<file path="config.mk">
export PLATFORM = sky130hd
export DESIGN_NAME = swfcr_regs
export DESIGN_NICKNAME = d
export VERILOG_FILES = /design/src/inc/swfcr_pkg.sv /design/src/swfcr_ack_sel.sv /design/src/swfcr_thr_calc.sv /design/src/swfcr_regs.sv
export SDC_FILE = /design/constraint.sdc
export NUM_CORES = 1
export LEC_CHECK = 0
export ABC_AREA = 1
export BUFFER_PORTS_ARGS = -buffer_cell sky130_fd_sc_hd__buf_2
export CAP_MARGIN = 10
export CORE_MARGIN = 2
export CORE_UTILIZATION = 40
export DETAILED_ROUTE_END_ITERATION = 10
export PLACE_DENSITY_LB_ADDON = 0.3
export SKIP_CTS_REPAIR_TIMING = 1
export SKIP_LAST_GASP = 1
export SYNTH_ARGS = -nofsm -noshare
export SYNTH_HDL_FRONTEND = slang
export SYNTH_HIERARCHICAL = 1
export SYNTH_SLANG_ARGS = --single-unit
</file>
<file path="constraint.sdc">
create_clock -name mclk -period 2 [get_ports mclk]
set_input_delay 0.1 -clock mclk [delete_from_list [all_inputs] [get_ports mclk]]
set_output_delay 0.1 -clock mclk [all_outputs]
set_load 0.05 [all_outputs]
</file>
<file path="src/inc/swfcr_pkg.sv">
package swfcr_pkg;

  // register offsets in configuration space
  localparam logic [7:0] OFF_ACK_LAT    = 8'h70;
  localparam logic [7:0] OFF_SW_MODE    = 8'h74;

  // ack latency control fields
  localparam int ACK_VAL_LSB            = 16;
  localparam int ACK_VAL_W              = 14;
  localparam int ACK_EN_BIT             = 30;
  localparam int VGA_BIT                = 31;
  localparam logic [13:0] ACK_VAL_RST   = 14'h0000;
  localparam logic        ACK_EN_RST    = 1'h0;
  localparam logic        VGA_RST       = 1'h1;

  // switch mode fields
  localparam int SF_BIT                 = 0;
  localparam int THR_LSB                = 1;
  localparam int ARB_BIT                = 3;
  localparam int CRD_BIT                = 4;
  localparam int ORD_EGR_BIT            = 5;
  localparam int ORD_TAG_BIT            = 6;
  localparam int MODE_W                 = 7;
  localparam logic [1:0] THR_RST        = 2'h1;
  localparam logic [6:0] MODE_RST       = 7'h02;

  // register update source: none, default load or software write
  typedef enum logic [2:0] {
    SRC_NONE = 3'h1,
    SRC_SIDE = 3'h2,
    SRC_CFG  = 3'h4
  } swfcr_src_t;

endpackage : swfcr_pkg

</file>
<file path="src/swfcr_ack_sel.sv">
`timescale 1ns/1ps
`default_nettype none

// chooses the acknowledge latency in use
module swfcr_ack_sel #(
  parameter int W = 14
) (
  // user override
  input  wire logic [W-1:0] user_val,
  input  wire logic         user_en,
  // built-in default for the current link
  input  wire logic [W-1:0] builtin_val,
  // selected latency
  output logic      [W-1:0] ack_latency
);

  // override replaces built-in value
  always_comb begin
    ack_latency = user_en ? user_val : builtin_val; // see RL2, see RL15
  end

endmodule : swfcr_ack_sel
`default_nettype wire

</file>
<file path="src/swfcr_thr_calc.sv">
`timescale 1ns/1ps
`default_nettype none

// cut-through start point from packet length and threshold code
module swfcr_thr_calc #(
  parameter int LW = 11
) (
  // packet length in cycles
  input  wire logic [LW-1:0] pkt_len,
  input  wire logic [1:0]    thr_sel,
  // cycle at which forwarding may start
  output logic      [LW-1:0] start_cycle
);

  logic [LW-1:0] mid;

  // midpoint minus 0..3 cycles, floored at zero
  always_comb begin
    mid = pkt_len >> 1;
    if (mid > LW'(thr_sel)) begin
      start_cycle = mid - LW'(thr_sel); // see RL8
    end else begin
      start_cycle = '0;
    end
  end

endmodule : swfcr_thr_calc
`default_nettype wire

</file>
<file path="src/swfcr_regs.sv">
// Behaviour
// RL1: 14-bit user ack latency in bits 29:16, read-write, resets to zero.
// RL2: bit 30 set makes the user ack latency replace the built-in one.
// RL3: bit 31 read-only VGA decode enable flag, resets to one.
// RL4: defaults replaceable through side port or serial EEPROM auto-load.
// RL5: switch mode register exists only on the upstream port, offset 74h.
// RL6: bit 0 set store-and-forward, clear (reset) cut-through.
// RL7: bits 2:1 set cut-through threshold for slow-to-fast forwarding.
// RL8: 00b midpoint, 01b/10b/11b 1/2/3 cycles ahead; reset 01b.
// RL9: bit 3 set keeps arbiter on pending port despite short credit.
// RL10: bit 3 clear moves arbiter only to requesters with enough credit.
// RL11: bit 4 set releases credit for all types per update.
// RL12: bit 4 clear releases credit per type per update.
// RL13: bit 5 set enforces ordering across different egress ports; reset 0.
// RL14: bit 6 set enforces ordering between completions of different tags.
// RL15: with override off, use built-in latency for link width and speed.
`timescale 1ns/1ps
`default_nettype none

module swfcr_regs #(
  parameter bit  UPSTREAM = 1'b1,
  parameter int  NPORT    = 6,
  parameter int  LW       = 11
) (
  // clock and reset
  input  wire logic             mclk,
  input  wire logic             rst,
  // configuration access
  input  wire logic             cfg_wr,
  input  wire logic             cfg_rd,
  input  wire logic [7:0]       cfg_addr,
  input  wire logic [3:0]       cfg_be,
  input  wire logic [31:0]      cfg_wdata,
  output logic      [31:0]      cfg_rdata,
  output logic                  cfg_hit,
  // default load from side port or eeprom
  input  wire logic             ld_valid,
  input  wire logic [7:0]       ld_addr,
  input  wire logic [31:0]      ld_data,
  // built-in ack latency for current link
  input  wire logic [13:0]      builtin_ack,
  // arbitration inputs
  input  wire logic [NPORT-1:0] arb_req,
  input  wire logic [NPORT-1:0] arb_credit_ok,
  input  wire logic             arb_advance,
  // cut-through inputs
  input  wire logic [LW-1:0]    pkt_len,
  input  wire logic             slow_to_fast,
  // mode outputs
  output logic      [13:0]      ack_latency,
  output logic                  vga_decode_en,
  output logic                  store_forward,
  output logic      [LW-1:0]    ct_start_cycle,
  output logic      [NPORT-1:0] arb_grant,
  output logic                  credit_all_types,
  output logic                  order_egress,
  output logic                  order_cpl_tag
);

  ////////////////////////////////////////////////////////////////////////////
  logic [13:0]       ack_val, next_ack_val;
  logic              ack_en, next_ack_en;
  logic              vga, next_vga;
  logic [6:0]        mode, next_mode;
  logic [NPORT-1:0]  grant, next_grant;
  logic [31:0]       ack_word, mode_word, wmask, next_rdata;
  logic              next_hit;
  logic [LW-1:0]     ct_raw;
  swfcr_pkg::swfcr_src_t src;

  // byte enables to bit mask
  function automatic logic [31:0] be_mask(input logic [3:0] be);
    be_mask = {{8{be[3]}}, {8{be[2]}}, {8{be[1]}}, {8{be[0]}}};
  endfunction : be_mask

  // register presence decode
  function automatic logic is_mode(input logic [7:0] a);
    is_mode = UPSTREAM && (a == swfcr_pkg::OFF_SW_MODE); // see RL5
  endfunction : is_mode

  assign wmask = be_mask(cfg_be);

  // packed read views
  always_comb begin
    ack_word = '0;
    ack_word[swfcr_pkg::ACK_VAL_LSB +: swfcr_pkg::ACK_VAL_W] = ack_val;
    ack_word[swfcr_pkg::ACK_EN_BIT] = ack_en;
    ack_word[swfcr_pkg::VGA_BIT]    = vga;
    mode_word = '0;
    mode_word[swfcr_pkg::MODE_W-1:0] = mode;
  end

  ////////////////////////////////////////////////////////////////////////////
  // register next values: load port overrides software in the same cycle
  always_comb begin
    next_ack_val = ack_val;
    next_ack_en  = ack_en;
    next_vga     = vga;
    next_mode    = mode;
    src          = swfcr_pkg::SRC_NONE;
    if (ld_valid) begin
      src = swfcr_pkg::SRC_SIDE;
    end else if (cfg_wr) begin
      src = swfcr_pkg::SRC_CFG;
    end
    case (src)
      swfcr_pkg::SRC_SIDE: begin
        // full-word default replacement, read-only bits included
        if (ld_addr == swfcr_pkg::OFF_ACK_LAT) begin
          next_ack_val = ld_data[swfcr_pkg::ACK_VAL_LSB +: swfcr_pkg::ACK_VAL_W]; // see RL4
          next_ack_en  = ld_data[swfcr_pkg::ACK_EN_BIT]; // see RL4
          next_vga     = ld_data[swfcr_pkg::VGA_BIT]; // see RL4, see RL3
        end else if (is_mode(ld_addr)) begin
          next_mode = ld_data[swfcr_pkg::MODE_W-1:0]; // see RL4
        end
      end
      swfcr_pkg::SRC_CFG: begin
        if (cfg_addr == swfcr_pkg::OFF_ACK_LAT) begin
          // vga flag is read-only to software
          next_ack_val = (ack_word[swfcr_pkg::ACK_VAL_LSB +: swfcr_pkg::ACK_VAL_W]
                          & ~wmask[swfcr_pkg::ACK_VAL_LSB +: swfcr_pkg::ACK_VAL_W])
                       | (cfg_wdata[swfcr_pkg::ACK_VAL_LSB +: swfcr_pkg::ACK_VAL_W]
                          & wmask[swfcr_pkg::ACK_VAL_LSB +: swfcr_pkg::ACK_VAL_W]); // see RL1
          if (wmask[swfcr_pkg::ACK_EN_BIT]) begin
            next_ack_en = cfg_wdata[swfcr_pkg::ACK_EN_BIT]; // see RL2
          end
        end else if (is_mode(cfg_addr)) begin
          next_mode = (mode & ~wmask[swfcr_pkg::MODE_W-1:0])
                    | (cfg_wdata[swfcr_pkg::MODE_W-1:0] & wmask[swfcr_pkg::MODE_W-1:0]);
        end
      end
      swfcr_pkg::SRC_NONE: begin
        next_mode = mode;
      end
      default: begin
        next_mode = mode;
      end
    endcase
  end

  // register state
  always_ff @(posedge mclk) begin
    if (rst) begin
      ack_val <= swfcr_pkg::ACK_VAL_RST; // see RL1
      ack_en  <= swfcr_pkg::ACK_EN_RST;
      vga     <= swfcr_pkg::VGA_RST; // see RL3
      mode    <= swfcr_pkg::MODE_RST; // see RL6, see RL8
    end else begin
      ack_val <= next_ack_val;
      ack_en  <= next_ack_en;
      vga     <= next_vga;
      mode    <= next_mode;
    end
  end

  ////////////////////////////////////////////////////////////////////////////
  // read data, one cycle after the read strobe
  always_comb begin
    next_rdata = '0;
    next_hit   = 1'b0;
    if (cfg_rd) begin
      if (cfg_addr == swfcr_pkg::OFF_ACK_LAT) begin
        next_rdata = ack_word;
        next_hit   = 1'b1;
      end else if (is_mode(cfg_addr)) begin
        next_rdata = mode_word; // see RL5
        next_hit   = 1'b1;
      end
    end
  end

  always_ff @(posedge mclk) begin
    if (rst) begin
      cfg_rdata <= '0;
      cfg_hit   <= 1'b0;
    end else begin
      cfg_rdata <= next_rdata;
      cfg_hit   <= next_hit;
    end
  end

  ////////////////////////////////////////////////////////////////////////////
  // round-robin arbiter steered by the arbitration mode bit
  always_comb begin
    logic [NPORT-1:0] elig;
    logic             found;
    int               idx;
    next_grant = grant;
    found      = 1'b0;
    idx        = 0;
    elig       = arb_req & arb_credit_ok; // see RL10
    if (mode[swfcr_pkg::ARB_BIT] && |(grant & arb_req)) begin
      next_grant = grant; // see RL9
    end else if (arb_advance || !(|(grant & arb_req))) begin
      next_grant = '0;
      for (int k = 1; k <= NPORT; k++) begin
        idx = 0;
        for (int j = 0; j < NPORT; j++) begin
          if (grant[j]) begin
            idx = (j + k) % NPORT;
          end
        end
        if (!(|grant)) begin
          idx = (k - 1) % NPORT;
        end
        if (!found && elig[idx]) begin
          next_grant[idx] = 1'b1; // see RL10
          found           = 1'b1;
        end
      end
    end
  end

  always_ff @(posedge mclk) begin
    if (rst) begin
      grant <= '0;
    end else begin
      grant <= next_grant;
    end
  end

  ////////////////////////////////////////////////////////////////////////////
  swfcr_ack_sel #(
    .W(swfcr_pkg::ACK_VAL_W)
  ) u_ack_sel (
    .user_val   (ack_val),
    .user_en    (ack_en),
    .builtin_val(builtin_ack),
    .ack_latency(ack_latency)
  );

  swfcr_thr_calc #(
    .LW(LW)
  ) u_thr (
    .pkt_len    (pkt_len),
    .thr_sel    (mode[swfcr_pkg::THR_LSB +: 2]),
    .start_cycle(ct_raw)
  );

  // mode outputs
  assign vga_decode_en    = vga; // see RL3
  assign store_forward    = mode[swfcr_pkg::SF_BIT]; // see RL6
  assign ct_start_cycle   = slow_to_fast ? ct_raw : '0; // see RL7
  assign arb_grant        = grant;
  assign credit_all_types = mode[swfcr_pkg::CRD_BIT]; // see RL11, see RL12
  assign order_egress     = mode[swfcr_pkg::ORD_EGR_BIT]; // see RL13
  assign order_cpl_tag    = mode[swfcr_pkg::ORD_TAG_BIT]; // see RL14

endmodule : swfcr_regs
`default_nettype wire

</file>
; ---- Word level (Yosys, flattened, before mapping)
; Index checks and enable logic that the tools add are counted.
[op_classes]
n_addsub = 1
multipliers = 0
n_div = 0
order_cmp = 13
n_eq_ne = 13
shift = 0
n_mux = 135
bitwise_logic = 18
reduce_logical = 30
[ops]
columns = cell, n
row1 = 32-bit two-way mux, 48
row2 = 32-bit by 1-bit >= comparator with 1-bit output (second input constant), 6
row3 = 32-bit by 5-bit < comparator with 1-bit output (second input constant), 6
row4 = 6-bit two-way mux, 16
row5 = 14-bit two-way mux, 3
row6 = 1-bit two-way mux, 40
row7 = 7-bit two-way mux, 5
row8 = 8-bit by 7-bit == test with 1-bit output (second input constant), 4
row9 = 6-bit bitwise OR, 5
row10 = 14-bit AND, 2
row11 = 14-bit case mux with 2 select lines, 1
row12 = 11-bit two-way mux, 2
row13 = 1-bit binary-select mux with 3-bit select, 6
row14 = 1-bit demux with 3-bit select, 6
row15 = 7-bit AND, 2
row16 = 2-bit inequality test (second input constant), 7
row17 = 14-bit inverter, 1
row18 = 14-bit bitwise OR, 1
row19 = 7-bit case mux with 2 select lines, 1
row20 = 6-bit AND, 2
row21 = 1-bit logical AND, 12
row22 = 3-bit two-way mux, 4
row23 = 6-bit OR reduction, 2
row24 = 10-bit by 2-bit subtractor with 11-bit output, 1
row25 = other kinds (18), 27
[totals]
regBits = 62
latchBits = 0
ramBits = 0
mem_bits_ro = 0
in_bits = 128
output_inout_bits = 69
mem_count = 0

; ---- Logic depth before layout (Yosys ltp)
[depth]
word_depth = 38
mapped_depth = 17

; ---- Modules after synthesis
; Netlist, hierarchy kept.
[by_module_without_submodules]
columns = mod, instances, cells_each, area_each_um2
row1 = swfcr_regs, 1, 452, 2955.3
row2 = swfcr_thr_calc, 1, 70, 350.3
row3 = swfcr_ack_sel, 1, 45, 180.2

; ---- Worst setup path after synthesis
; OpenSTA, ideal clock, no wires.
[synth_timing]
path_type = register -> register
start = register grant[5] (netlist: arb_grant[5])
end = register grant[2] (netlist: arb_grant[2])
setup_time_ns = 0.065
arrival_time_ns = 2.149
t_required_ns = 1.935
path_slack_ns = -0.214
stages_incl_launch_ff = 18
synth_period_minus_slack_ns = 2.214
cell_sequence = dfxtp_1 -> buf_2 -> nor2_2 -> nand3_2 -> nand2_2 -> inv_2 -> nand2_2 -> inv_1 -> nor2_1 -> nor2_4 -> nand2_2 -> nor2_4 -> nand3_2 -> inv_2 -> nand2_1 -> nand3_1 -> nor2_1 -> nor2_1
[synth_between]
elab_chain_len = 33
[synth_lines]
columns = item, line
row1 = start: declaration, swfcr_regs.sv:65  ; logic [NPORT-1:0] grant, next_grant;
row2 = start signal: assignment, swfcr_regs.sv:218  ; grant <= next_grant;
row3 = branches (longest 33 deep; another with 32-bit by 1-bit >= comparator with 1-bit output), n/a
; Several ways; the timed one is not identified. The select of a mux whose other input is x is not followed.
; A chain may end at the register's enable or synchronous reset.

; ---- Worst setup path in the final report
[layout_timing]
start = register grant[2] (netlist: arb_grant[2])
end = register grant[1] (netlist: arb_grant[1])
[layout_between]
elab_chain_len = 36
[layout_lines]
columns = item
row1 = branches (longest 36 deep; another with 32-bit by 1-bit >= comparator with 1-bit output)
; Several ways; the timed one is not identified. The select of a mux whose other input is x is not followed.

==> flow_metrics.py <==
metrics = {
    "outcome": {
        "status": "finished, violations left",
        "failed_checks": "negative setup slack",
    },
    "critical_path": {
        "r2r-end": "arb_grant[1]$_SDFFE_PP0P_",
        "slowest_delay_ps": 390,
        "path_cells": "inv_2 -> nand2_2 -> nand2_2 -> nand2_4 -> nand3_4 -> nand2_1 -> nand3_2 -> nand2_2 -> nor2_4 -> nand2_4 -> nor2_4 -> buf_6 -> nand3_2 -> nand3_1 -> nor2_1 -> a21oi_1",
        "path_max_fanout": 8,
        "critPathTopFamily": "simple AND/OR/NAND/NOR gates",
        "critPathBufInv": 2,
        "rrSetupSlack_ps": -70,
        "criticalPathCategory": "reg -> reg",
        "critPathCaptureType": "flip-flop",
        "critPathRequiredTime_ps": 2220,
        "crit_path_start_kind": "flip-flop",
        "path_common_cell": "nand2_2",
        "reg2regPathDepth": 16,
        "worstReg2RegStart": "arb_grant[2]$_SDFFE_PP0P_",
        "crit_path_top_delay_cell": "dfxtp_4",
        "cp.arrival_ps": 2280,
    },
    "route": {
        "drc": 0,
        "routed_wl_um": 11300,
        "vias": 4367,
        "drt_iter0_drc": 141,
        "wl_per_cell_um": 13.1,
        "avgViaCountPerCell": 5.06,
        "dr.pass1.iters": 4,
        "postRouteAntennaNets": 0,
    },
    "pwr": {
        "power.total_mw": 7.13,
        "ir_drop_mv": 0.919,
        "swShare_pct": 53.8,
        "intPower_mw": 3.30,
        "p_clk_share_pct": 8.2,
        "cellPowerDensity_mw_per_mm2": 1410,
        "p_seq_share_pct": 18.3,
        "comb_power_share_pct": 73.5,
        "switching_power_mw": 3.83,
        "p_leak_nw": 2.68,
    },
    "timing": {
        "relSlewSlack_pct": 64.1,
        "grt_setup_unrepaired": "yes",
        "min_period_over_period_pct": 103,
        "hold_violations": 0,
        "worst_slack_ps": -65.6,
        "max_freq_ghz": 0.484,
        "fin_worst_skew_ps": 15.3,
        "tightest_slew_ps": 537,
        "timing.hold.ws_ps": 33.0,
        "period_minus_slack_ps": 2070,
        "setup_violations": 8,
        "finalMaxSlewViolations": 0,
    },
    "synthesis": {
        "syn_area_mm2": 0.00349,
        "yosys_warnings": 6,
        "synthCells": 567,
        "syn_avg_cell_area_um2": 6.15,
        "yosysSeqAreaShare_pct": 30.4,
        "ys_ff_latch": 53,
        "synthDistinctLibCells": 36,
    },
    "place": {
        "dp_hpwl_um": 8310,
        "gp_congestion": 0.940,
        "portBuffers": 166,
        "pre_cts_slack_ps": 5.54,
    },
    "clock_tree": {
        "root_buffer": "clkbuf_8",
        "cts_tree": "done",
        "clkSinkCount": 53,
        "cts_buffer_depth": 2,
        "ctsHtreeMaxLevel": 2,
        "clk_pin_slew_ps": 80,
        "cts_inserted_buffers": 5,
        "clk_latency_ps": 300,
    },
    "global_routing": {
        "grt_overflow": 0,
        "use_met2_pct": 37.9,
        "grt.met1_usage_pct": 25.6,
        "grt_pass1_vias": 3847,
        "antenna_found_initial": 0,
        "busiest_layer": "met2",
        "grt_use_total_pct": 20.8,
        "met3_usage_pct": 4.17,
        "grt_pass1_wl_um": 16800,
        "grt_max_degree": 18,
    },
    "hold_path": {
        "min_to": "vga_decode_en$_SDFFE_PP1P_",
        "hold_path.class": "in -> reg",
        "hold_depth": 3,
        "hp-start": "ld_data[31]",
    },
    "die": {
        "fp.dieH_um": 97.4,
        "die_w_um": 97.4,
        "num_rows": 34,
        "initial_core_util_pct": 40.6,
        "core_mm2": 0.00859,
        "dieArea_mm2": 0.00948,
        "io_pins": 197,
    },
    "job": {
        "maxCapViolCount": 0,
    },
    "finish": {
        "num-fill-cells": 841,
        "final_nets": 886,
        "syn_to_final_growth_pct": 45.0,
        "antenna_cells": 0,
        "drive_above_1_share_pct": 39.6,
    },
}
-- layout make-up --
class,instances,area (um2),area share [%]
Clock buffer,6,72.6,1.44
Clock inverter,1,8.76,0.173
Inverter,93,359,7.10
Multi-Input combinational cell,407,2250,44.4
Sequential cell,53,1090,21.5
Tap cell,108,135,2.67
Timing Repair Buffer,195,1150,22.7
-- metrics by stage --
stage                     cell area, um2  util (%)  cells  TNS [ps]
after floorplan                     3530         -    575         0
after global placement              4490      52.3    842         0
after detailed placement            4490      52.3    842         0
after CTS                           4570      53.2    849     -1370
after global routing                5060      58.8    863     -1810
final                               5060      58.8    863      -220
-- synth_stat cells --
| library cell | number | area share, % |
|---|---|---|
| a211oi_1 | 6 | 1.3 |
| a21boi_0 | 4 | 0.86 |
| a21oi_1 | 9 | 1.3 |
| a221oi_1 | 1 | 0.25 |
| a22oi_1 | 7 | 1.5 |
| a31oi_1 | 15 | 2.7 |
| buf_2 | 3 | 0.43 |
| buf_4 | 10 | 2.2 |
| buf_6 | 1 | 0.32 |
| clkbuf_1 | 10 | 1.1 |
| clkinv_1 | 1 | 0.11 |
| conb_1 | 1 | 0.11 |
| dfxtp_1 | 53 | 30 |
| fa_1 | 1 | 0.57 |
| ha_1 | 2 | 0.72 |
| inv_1 | 82 | 8.8 |
| inv_2 | 10 | 1.1 |
| nand2_1 | 146 | 16 |
| nand2_2 | 4 | 0.72 |
| nand2_4 | 3 | 0.97 |
| nand3_1 | 55 | 7.9 |
| nand3_2 | 6 | 1.7 |
| nand3_4 | 1 | 0.50 |
| nand4_1 | 10 | 1.8 |
| nor2_1 | 78 | 8.4 |
| nor2_2 | 3 | 0.54 |
| nor2_4 | 3 | 0.97 |
| nor3_1 | 3 | 0.43 |
| nor3_2 | 1 | 0.29 |
| nor3_4 | 1 | 0.47 |
| nor4_1 | 2 | 0.36 |
| o21a_1 | 1 | 0.22 |
| o21ai_0 | 29 | 4.2 |
| o21ai_1 | 1 | 0.14 |
| o21bai_1 | 1 | 0.22 |
| xor2_1 | 3 | 0.75 |
-- worst max-delay path by stage --
stage | startpoint | end | depth (start not counted)
after floorplan | arb_grant[5]$_SDFFE_PP0P_ | arb_grant[3]$_SDFFE_PP0P_ | 17
after global placement | arb_grant[2]$_SDFFE_PP0P_ | arb_grant[2]$_SDFFE_PP0P_ | 15
after detailed placement | arb_grant[2]$_SDFFE_PP0P_ | arb_grant[0]$_SDFFE_PP0P_ | 15
after CTS | flip-flop | ct_start_cycle[6] | 13
after global routing | arb_grant[2]$_SDFFE_PP0P_ | arb_grant[2]$_SDFFE_PP0P_ | 16
final | arb_grant[2]$_SDFFE_PP0P_ | arb_grant[1]$_SDFFE_PP0P_ | 16
-- per-layer routing --
layer  share of wire, %  routed length, um
met1                 40               4520
met2                 50               5640
met3                8.6                964
met4                1.3                148
met5                  0                  0
-- kinds of logic after synthesis --
kind of cell	count (synthesis)	synth area share (%)
flops	53	30.4
buf+inv	117	14.0
compound gates	74	12.6
fa+ha+maj	3	1.29
xor+xnor	3	0.754
simple gates	316	40.8
other cells	1	0.108
-- worst register-to-register path: cells and delay by family, from the launching register on --
kind                   cells  cell delay, ps
AO/OA/AOI/OAI              1             140
buffers and inverters      2             200
flip-flops                 1             390
AND/OR/NAND/NOR           13            1290
-- power by group through the flow --
stage          clock network [mW]  logic [mW]  registers [mW]
2_1_floorplan                   0        2.74            1.42
3_3_place_gp                    0        3.66            1.27
3_5_place_dp                    0        3.74            1.27
4_1_cts                     0.606        3.76            1.24
5_1_grt                     0.644        5.61            1.32
6_report                    0.585        5.24            1.31
-- cells in the final DEF, fill, tap and decap left out, types with 3 or more instances in the layout --
cell / n
xor2_1: 3
a31oi_1: 15
a21boi_0: 4
buf_4: 26
clkbuf_8: 5
a21oi_1: 7
o21ai_0: 28
buf_6: 10
nand4_1: 10
buf_2: 155
buf_8: 3
nand2_1: 132
inv_4: 4
inv_2: 13
inv_1: 75
nand3_4: 5
nand2_2: 15
nor2_2: 13
nor2_1: 63
a22oi_1: 7
conb_1: 9
nand3_2: 16
nand2_4: 7
nor2_4: 8
a211oi_1: 6
nand3_1: 42
dfxtp_1: 45
dfxtp_4: 6
Power figures use the tool's default switching activity.
